### config.mk
export PLATFORM = sky130hd
export DESIGN_NAME = umsf_framer
export DESIGN_NICKNAME = d
export VERILOG_FILES = /design/src/inc/umsf_pkg.sv /design/src/core/umsf_skid.sv /design/src/core/umsf_framer.sv
export SDC_FILE = /design/constraint.sdc
export NUM_CORES = 2
export LEC_CHECK = 0
export BUFFER_PORTS_ARGS = -buffer_cell sky130_fd_sc_hd__buf_4
export CORE_MARGIN = 4
export CORE_UTILIZATION = 45
export CTS_CLUSTER_SIZE = 16
export DETAILED_ROUTE_END_ITERATION = 10
export PLACE_DENSITY = 0.71
export SYNTH_ARGS = -nofsm -noshare
export SYNTH_HDL_FRONTEND = slang
export SYNTH_HIERARCHICAL = 1
export SYNTH_SLANG_ARGS = --single-unit
### constraint.sdc
create_clock -name clk -period 5.7 [get_ports clk]
set_clock_uncertainty 0.2 [all_clocks]
set_input_delay 1.14 -clock clk [delete_from_list [all_inputs] [get_ports clk]]
set_output_delay 1.14 -clock clk [all_outputs]
set_load 0.01 [all_outputs]
### src/inc/umsf_pkg.sv
// umsf_pkg: constants and carrier types for the measurement stream framer
// How it works
// - 32-bit block sequence number at header byte 0, plus one per block sent.
// - fragment kind at header byte 4: 0 whole, 1 opening, 2 following.
// - opening fragment carries datagram count of the block at header byte 6.
// - following fragment carries its position within the block at header byte 6.
// - measured-value messages always go out as one whole frame.
// - each datagram is the fixed header then a content dependent body.
// - body layout chosen by payload kind byte at body start.
// - one profile may be spread across several frames of one block.
// - send to configured destination with only the selected content.
// - profile point count at body byte 20, point i at 24+4*i and +2.
package umsf_pkg;
    localparam int          HDR_BYTES       = 8;
    localparam int          HDR_SEQ_OFS     = 0;
    localparam int          HDR_KIND_OFS    = 4;
    localparam int          HDR_RSVD_OFS    = 5;
    localparam int          HDR_TOTPOS_OFS  = 6;
    localparam int          BODY_CNT_OFS    = 20;
    localparam int          BODY_PTS_OFS    = 24;
    localparam int          PT_BYTES        = 4;
    localparam int          MEAS_BODY_BYTES = 50;
    localparam int          MAX_PTS_PER_FRG = 256;
    localparam logic [31:0] SEQ_RESET       = 32'h0;
    localparam logic [7:0]  RSVD_VALUE      = 8'h00;

    typedef enum logic [7:0] {
        WHOLE_PACKET       = 8'h00,
        OPENING_FRAGMENT   = 8'h01,
        FOLLOWING_FRAGMENT = 8'h02
    } umsf_kind_t;

    typedef enum logic [7:0] {
        PK_MEASURED = 8'h00,
        PK_ZPROF    = 8'h01,
        PK_IPROF    = 8'h02,
        PK_ZIPROF   = 8'h03
    } umsf_payload_t;

    // one byte of the outgoing datagram stream
    typedef struct packed {
        logic [7:0] data;
        logic       first;
        logic       last;
    } umsf_beat_t;

    // destination selected by configuration
    typedef struct packed {
        logic [31:0] ip;
        logic [15:0] port;
    } umsf_dest_t;
endpackage : umsf_pkg

### src/core/umsf_skid.sv
// umsf_skid: two-entry buffer with valid/ready on both sides
`timescale 1ns/1ps
module umsf_skid
    import umsf_pkg::*;
(
    input  wire logic       clk,      // 125 MHz clock
    input  wire logic       resetn,   // async reset, active low
    input  wire umsf_beat_t inData,   // beat from framer
    input  wire logic       inValid,  // framer offers a beat
    output logic            inReady,  // room for a beat
    output umsf_beat_t      outData,  // beat to receiver side
    output logic            outValid, // head entry valid
    input  wire logic       outReady  // receiver takes head
);
    umsf_beat_t spare;      // beat that arrived while the head stalled
    logic       spareValid; // spare entry holds a beat
    logic       headFree;   // head register may be refilled
    logic       push;       // beat taken from the framer

    // the spare entry is what lets a receiver stall lose nothing
    assign inReady  = !spareValid;
    assign headFree = !outValid || outReady;
    assign push     = inValid && inReady;

    // beat storage; head refills from the spare first to keep byte order
    always_ff @(posedge clk) begin
        if (headFree) begin
            if (spareValid) begin
                outData <= spare;
            end else if (inValid) begin
                outData <= inData;
            end
        end else if (push) begin
            spare <= inData;
        end
    end

    // occupancy of head and spare; outputs come straight from these flops
    always_ff @(posedge clk or negedge resetn) begin
        if (!resetn) begin
            outValid   <= 1'b0;
            spareValid <= 1'b0;
        end else if (headFree) begin
            outValid   <= spareValid || inValid;
            spareValid <= 1'b0;
        end else if (push) begin
            spareValid <= 1'b1;
        end
    end
endmodule : umsf_skid

### src/core/umsf_framer.sv
// umsf_framer: builds header and body bytes of streamed datagrams
`timescale 1ns/1ps
module umsf_framer
    import umsf_pkg::*;
(
    input  wire logic          clk,          // 125 MHz clock
    input  wire logic          resetn,       // async reset, active low
    input  wire umsf_dest_t    cfgDest,      // configured destination
    input  wire logic          cfgMeasEn,    // measured values selected
    input  wire logic          cfgProfEn,    // profile data selected
    input  wire logic          reqValid,     // message request
    output logic               reqReady,     // framer idle, request taken
    input  wire umsf_payload_t reqKind,      // payload kind of message
    input  wire logic [15:0]   reqPoints,    // profile point count
    input  wire logic [399:0]  reqMeas,      // measured body bytes 1..49, byte 1 low
    input  wire logic [151:0]  reqProfHdr,   // profile body bytes 1..19, byte 1 low
    output logic [15:0]        ptIndex,      // point being fetched
    input  wire logic [31:0]   ptData,       // x low half, second value high half
    output umsf_beat_t         txData,       // datagram byte
    output logic               txValid,      // byte valid
    input  wire logic          txReady,      // receiver takes byte
    output umsf_dest_t         txDest,       // destination of current datagram
    output logic               dropped       // pulse: request filtered out
);
    typedef enum logic [1:0] {
        ST_IDLE = 2'b00,
        ST_HDR  = 2'b01,
        ST_BODY = 2'b11
    } umsf_state_t;

    umsf_state_t state;
    logic [31:0] seqNum;
    umsf_kind_t  fragKind;
    logic [15:0] fragTotal;
    logic [15:0] fragPos;
    logic [15:0] byteIdx;
    logic [15:0] bodyLen;
    logic [15:0] ptsLeft;
    logic [15:0] ptBase;
    umsf_payload_t   curKind;
    logic [399:0] curMeas;
    logic [151:0] curProfHdr;
    logic [7:0]  next_byte;
    umsf_beat_t  bufIn;
    logic        bufValid;
    logic        bufReady;
    logic        beatGo;
    logic        accept;
    logic        isProf;
    logic [15:0] ptsThis;
    logic [15:0] bodyIdx;
    logic [15:0] ptOfs;

    assign isProf   = (reqKind != PK_MEASURED);
    // a request is taken only when idle; unselected content is dropped
    assign accept   = reqValid && (state == ST_IDLE);
    assign beatGo   = bufValid && bufReady;
    assign ptsThis  = (ptsLeft > 16'(MAX_PTS_PER_FRG)) ? 16'(MAX_PTS_PER_FRG) : ptsLeft;
    assign bodyIdx  = byteIdx - 16'(HDR_BYTES);
    assign ptOfs    = bodyIdx - 16'(BODY_PTS_OFS);
    assign bufValid = (state != ST_IDLE);

    ////////////////////////////////////////////////////////////////////////////
    // header then body byte selection
    always_comb begin
        next_byte = 8'h00;
        if (byteIdx < 16'(HDR_BYTES)) begin
            unique case (byteIdx[2:0])
                3'(HDR_SEQ_OFS):      next_byte = seqNum[7:0];
                3'(HDR_SEQ_OFS + 1):  next_byte = seqNum[15:8];
                3'(HDR_SEQ_OFS + 2):  next_byte = seqNum[23:16];
                3'(HDR_SEQ_OFS + 3):  next_byte = seqNum[31:24];
                3'(HDR_KIND_OFS):     next_byte = fragKind;
                3'(HDR_RSVD_OFS):     next_byte = RSVD_VALUE;
                3'(HDR_TOTPOS_OFS):   next_byte = (fragKind == OPENING_FRAGMENT) ? fragTotal[7:0] : fragPos[7:0];
                3'(HDR_TOTPOS_OFS + 1): next_byte = (fragKind == OPENING_FRAGMENT) ? fragTotal[15:8] : fragPos[15:8];
            endcase
        end else if (bodyIdx == 16'h0) begin
            next_byte = curKind;
        end else if (curKind == PK_MEASURED) begin
            next_byte = curMeas[8*(bodyIdx-16'h1) +: 8];
        end else if (bodyIdx < 16'(BODY_CNT_OFS)) begin
            next_byte = curProfHdr[8*(bodyIdx-16'h1) +: 8];
        end else if (bodyIdx < 16'(BODY_PTS_OFS)) begin
            next_byte = (bodyIdx == 16'(BODY_CNT_OFS))      ? ptsThis[7:0] :
                        (bodyIdx == 16'(BODY_CNT_OFS) + 16'h1) ? ptsThis[15:8] : 8'h00;
        end else begin
            next_byte = ptData[8*ptOfs[1:0] +: 8];
        end
    end

    // point fetch address follows the byte walk, x at 24+4*i
    assign ptIndex = ptBase + (ptOfs >> 2);

    assign bufIn.data  = next_byte;
    assign bufIn.first = (byteIdx == 16'h0);
    assign bufIn.last  = (byteIdx == bodyLen - 16'h1);

    ////////////////////////////////////////////////////////////////////////////
    // datagram walk; measured values never fragment
    always_ff @(posedge clk or negedge resetn) begin
        if (!resetn) begin
            state     <= ST_IDLE;
            byteIdx   <= 16'h0;
            bodyLen   <= 16'h0;
            fragKind  <= WHOLE_PACKET;
            fragTotal <= 16'h0;
            fragPos   <= 16'h0;
            ptsLeft   <= 16'h0;
            ptBase    <= 16'h0;
            seqNum    <= SEQ_RESET;
            dropped   <= 1'b0;
            reqReady  <= 1'b1;
        end else begin
            dropped <= 1'b0;
            unique case (state)
                ST_IDLE: begin
                    if (accept) begin
                        if (isProf ? !cfgProfEn : !cfgMeasEn) begin
                            dropped <= 1'b1;
                        end else if (!isProf || reqPoints <= 16'(MAX_PTS_PER_FRG)) begin
                            fragKind  <= WHOLE_PACKET;
                            fragTotal <= 16'h1;
                            reqReady  <= 1'b0;
                            state     <= ST_HDR;
                        end else begin
                            fragKind  <= OPENING_FRAGMENT;
                            fragTotal <= 16'((32'(reqPoints) + MAX_PTS_PER_FRG - 1) / MAX_PTS_PER_FRG);
                            reqReady  <= 1'b0;
                            state     <= ST_HDR;
                        end
                        fragPos <= 16'h0;
                        byteIdx <= 16'h0;
                        ptsLeft <= reqPoints;
                        ptBase  <= 16'h0;
                        bodyLen <= isProf ? 16'(HDR_BYTES + BODY_PTS_OFS) +
                                   16'(PT_BYTES) * ((reqPoints > 16'(MAX_PTS_PER_FRG)) ?
                                   16'(MAX_PTS_PER_FRG) : reqPoints) : 16'(HDR_BYTES + MEAS_BODY_BYTES);
                    end
                end
                ST_HDR, ST_BODY: begin
                    if (beatGo) begin
                        byteIdx <= byteIdx + 16'h1;
                        state   <= ST_BODY;
                        if (bufIn.last) begin
                            byteIdx <= 16'h0;
                            if (curKind != PK_MEASURED && ptsLeft > ptsThis) begin
                                // next fragment of the same block
                                fragKind <= FOLLOWING_FRAGMENT;
                                fragPos  <= fragPos + 16'h1;
                                ptsLeft  <= ptsLeft - ptsThis;
                                ptBase   <= ptBase + ptsThis;
                                bodyLen  <= 16'(HDR_BYTES + BODY_PTS_OFS) + 16'(PT_BYTES) *
                                            ((ptsLeft - ptsThis > 16'(MAX_PTS_PER_FRG)) ?
                                            16'(MAX_PTS_PER_FRG) : ptsLeft - ptsThis);
                                state    <= ST_HDR;
                            end else begin
                                seqNum <= seqNum + 32'h1;
                                reqReady <= 1'b1; // idle again once the block is buffered
                                state  <= ST_IDLE;
                            end
                        end
                    end
                end
                default: state <= ST_IDLE;
            endcase
        end
    end

    // message capture at acceptance
    always_ff @(posedge clk or negedge resetn) begin
        if (!resetn) begin
            curKind    <= PK_MEASURED;
            curMeas    <= '0;
            curProfHdr <= '0;
            txDest     <= '0;
        end else if (accept) begin
            curKind    <= reqKind;
            curMeas    <= reqMeas;
            curProfHdr <= reqProfHdr;
            txDest     <= cfgDest;
        end
    end

    ////////////////////////////////////////////////////////////////////////////
    // output buffer so a receiver stall loses no byte
    umsf_skid u_skid (
        .clk      (clk),
        .resetn   (resetn),
        .inData   (bufIn),
        .inValid  (bufValid),
        .inReady  (bufReady),
        .outData  (txData),
        .outValid (txValid),
        .outReady (txReady)
    );
endmodule : umsf_framer

==> results.json <==
{
  "status": "finished clean",
  "synthToLayoutAreaGrowth_pct": 25.3,
  "vias_in_the_first_global_route": 33000,
  "grt.overflow.total": 0,
  "setup_violations_final": 0,
  "slew_headroom_pct": 21.0,
  "power.static_leakage_uw": 0.0246,
  "drt_iter0_markers": 3460,
  "rr_worst_depth": 13,
  "tritoncts.num_buffers": 86,
  "timing.max_cap.violations": 0,
  "core_region_area_um2": 83800,
  "critical_path.max_fanout": 19,
  "finish.cell_count_without_fillers": 6090,
  "tritoncts": "yes",
  "vias_post_dr": 33400,
  "synth_seq_cells": 756,
  "place_congestion": 0.895,
  "synth_top_cell_by_area": "sky130_fd_sc_hd__dfrtp_1",
  "drive_gt1_share_pct": 23.2,
  "reg_to_reg_slack_setup_ps": 1140,
  "yosysWarnings": 6,
  "hpwl_after_detailed_placement_mm": 98.8,
  "synth_common_cells": "2032 x sky130_fd_sc_hd__nand2_1, 735 x sky130_fd_sc_hd__dfrtp_1, 205 x sky130_fd_sc_hd__clkbuf_1, 136 x sky130_fd_sc_hd__mux4_2, 106 x sky130_fd_sc_hd__nor2_1",
  "detail_route.vias_per_cell": 5.49,
  "sequential_fraction_of_the_synthesis_area_pct": 49.8,
  "rows": 106,
  "synth-edff-count": 20,
  "worst_setup_path_start_kind": "register",
  "proportion_of_power_drawn_by_the_clock_network_pct": 38.2,
  "detail_route.first_pass.iterations": 6,
  "post-synth-top-count-cell": "sky130_fd_sc_hd__nand2_1",
  "power.combinational.fraction_pct": 24.3,
  "timing.critical_path.depth": 14,
  "critical_path.endpoint_type": "primary output",
  "synth_cell_types": 89,
  "clk_transition_reported_paths_ps": 60,
  "postSynthCellCount": 4235,
  "grt_start_max_net_pins": 234,
  "setup_tns_ps": 0,
  "routed_wirelength_mm": 135,
  "worst_hold_startpoint": "curProfHdr[39]$_DFFE_PN0P_",
  "worstHoldPathType": "reg2reg",
  "ant_nets": 0,
  "groute.usage.overall_pct": 29.2,
  "place.detailed.instances": 5914,
  "power-per-cell-area_nw_per_um2": 308,
  "p_total_uw": 14700,
  "timing.critical_path.max_delay_family": "simple AND/OR/NAND/NOR gates",
  "multi_input_gate_area_um2": 18200,
  "layout.filler_cells": 7467,
  "worst_ep_required_time_ps": 4360,
  "tritoncts_num_sinks": 756,
  "ff_latch_area_um2": 19000,
  "die_width_um": 299,
  "syn_area_per_cell_um2": 9.01,
  "r2r-start": "byteIdx[0]$_DFFE_PN0P_",
  "design.final.nets": 5582,
  "synth_top_cell_area_share_pct": 48.2,
  "placedInstanceArea_um2": 44800,
  "antenna_found_initial": 21,
  "remaining_drc_errors": 0,
  "floorplan.io_pins": 739,
  "fin_crit_sh_pct": 98.2,
  "ys_async_sr_fraction_pct": 97.4,
  "cp-startpoint": "byteIdx[3]$_DFFE_PN0P_",
  "wire_length_of_the_first_global_routing_pass_mm": 201,
  "worstSetupPathType": "reg2out",
  "ys_top_cells_by_area": "sky130_fd_sc_hd__dfrtp_1 48%, sky130_fd_sc_hd__nand2_1 20%, sky130_fd_sc_hd__mux4_2 8.0%",
  "p_seq_share_pct": 37.5,
  "cp_slowest_cell": "sky130_fd_sc_hd__or4_4",
  "critPathArrivalTime_ps": 4250,
  "path_buf_inv": 2,
  "buffer_ports.inserted": 738,
  "fmaxAchievable_mhz": 179,
  "floorplan.die_area_um2": 89500,
  "crit_path_end": "ptIndex[14]",
  "path_cells": "buf_6, or4_4, o211ai_1, a311oi_2, o21ai_2, a21oi_2, xor2_1, ha_1, or2_2, a21oi_2, a31oi_2, or4_4, nand3_2, buf_4",
  "internal_power_uw": 10100,
  "p_sw_uw": 4590,
  "worst_skew_pair.late_latency_ps": 640,
  "final_period_demand_of_the_worst_path_ps": 5590,
  "timing_worst_slew_pin_value_ps": 1180,
  "cpPeakStageDelay_ps": 540,
  "postLayoutCellArea_um2": 47800,
  "slew_violations": 0,
  "rr_endpoint": "u_skid/outData[7]$_DFFE_PP_",
  "htree_num_levels": 3,
  "initial_utilization_pct": 45.5,
  "drt-wirelength-per-cell_um": 22.1,
  "synth-main-ff-cell": "sky130_fd_sc_hd__dfrtp_1",
  "synth_area_um2": 38200,
  "clock_path_buffers": 3,
  "die_height_um": 299,
  "hold_viol_final": 0,
  "power.switching_fraction_pct": 31.2,
  "clockRootBuffer": "sky130_fd_sc_hd__clkbuf_16",
  "finalCoreUtilization_pct": 57.1,
  "irDropWorstVdd_mv": 0.273
}
## flip-flops by register name (all words and copies together) (netlist names), 2 cells and up
signal          count
fragTotal           9
curProfHdr        152
curMeas           400
state               2
fragKind            2
u_skid/spare       10
ptBase             16
byteIdx            16
seqNum             32
u_skid/outData     10
ptsLeft            16
bodyLen            15
curKind             8
fragPos            16
txDest             48
## worst register-to-register path: cells and delay by family (launching register included)
kind | cells | cell delay [ps]
AO/OA/AOI/OAI | 3 | 620
XOR/XNOR | 1 | 590
adder cells (fa/ha/maj) | 1 | 440
buffers and inverters | 3 | 870
flip-flops | 1 | 500
multiplexers | 4 | 990
AND/OR/NAND/NOR | 1 | 110
## routing by layer
metal	wire, µm	global-route usage, %	vias up
li1	-	-	15300
met4	5190	10.9	2
met3	10000	5.13	229
met2	64600	46.9	1379
met5	16	0	-
met1	54900	40.1	16500
## power by group through the flow
stage                     sequential, µW  combinational [µW]  clock [µW]
after floorplan                     5550                1980           0
after global placement              5600                3470           0
after detailed placement            5600                3490           0
after CTS                           5510                3530        5700
after global routing                5520                3800        5920
final                               5510                3580        5620
## through the flow
step	setup WS (ps)	hold WS (ps)
after global routing	-37.7	286
after CTS	3.47	271
after floorplan	245	240
final	105	266
after detailed placement	275	257
after global placement	349	252
## worst min-delay path by stage
stage	to	depth (start not counted)
floorplan	curMeas[104]$_DFFE_PN0P_	2
global placement	curMeas[201]$_DFFE_PN0P_	2
detailed placement	curMeas[106]$_DFFE_PN0P_	2
CTS	curMeas[106]$_DFFE_PN0P_	2
global route	curMeas[301]$_DFFE_PN0P_	2
finish	curProfHdr[39]$_DFFE_PN0P_	2
## cell usage in the layout, fill, tap and decap left out, types with 27 or more instances in the layout
| master | instances |
|---|---|
| sky130_fd_sc_hd__ha_1 | 43 |
| sky130_fd_sc_hd__mux4_2 | 136 |
| sky130_fd_sc_hd__clkbuf_16 | 87 |
| sky130_fd_sc_hd__and2_1 | 27 |
| sky130_fd_sc_hd__a21oi_1 | 76 |
| sky130_fd_sc_hd__nand3_1 | 49 |
| sky130_fd_sc_hd__a31oi_1 | 27 |
| sky130_fd_sc_hd__nand2_1 | 2031 |
| sky130_fd_sc_hd__nor2_1 | 106 |
| sky130_fd_sc_hd__a211oi_1 | 28 |
| sky130_fd_sc_hd__o21ai_0 | 75 |
| sky130_fd_sc_hd__dfrtp_1 | 732 |
| sky130_fd_sc_hd__nor3_1 | 30 |
| sky130_fd_sc_hd__inv_1 | 47 |
| sky130_fd_sc_hd__buf_4 | 775 |
| sky130_fd_sc_hd__xnor2_1 | 62 |
| sky130_fd_sc_hd__xor2_1 | 50 |
| sky130_fd_sc_hd__and3_1 | 34 |
| sky130_fd_sc_hd__nand4_1 | 29 |
| sky130_fd_sc_hd__mux2i_1 | 68 |
## logic make-up (layout without fill, tap and decap cells)
| group | count (synthesis) | count (layout) | synth area share [%] |
|---|---|---|---|
| adder cells (fa/ha/maj) | 47 | 47 | 1.58 |
| XOR/XNOR | 119 | 119 | 2.77 |
| AO/OA/AOI/OAI | 343 | 343 | 5.91 |
| multiplexers | 224 | 224 | 10.5 |
| AND/OR/NAND/NOR | 2447 | 2447 | 26.3 |
| buffers and inverters | 298 | 995 | 3.07 |
| flip-flops | 756 | 756 | 49.8 |
| other | 1 | 25 | 0.00983 |
## repair_timing
action	CTS	global route
setup endpoints to repair	4	1
resized for setup	7	16
gates cloned	0	0
setup buffers	1	4
hold buffers	0	0
pin swaps	0	7
## cell type report
class	instances	area share, %
Multi-Input combinational cell	3187	38.0
Clock inverter	34	0.929
Timing Repair Buffer	791	12.8
Inverter	51	0.400
Clock buffer	119	5.05
Sequential cell	756	39.8
Tap cell	1134	2.97
Antenna cell	18	0.0942
Power figures use the tool's default switching activity.
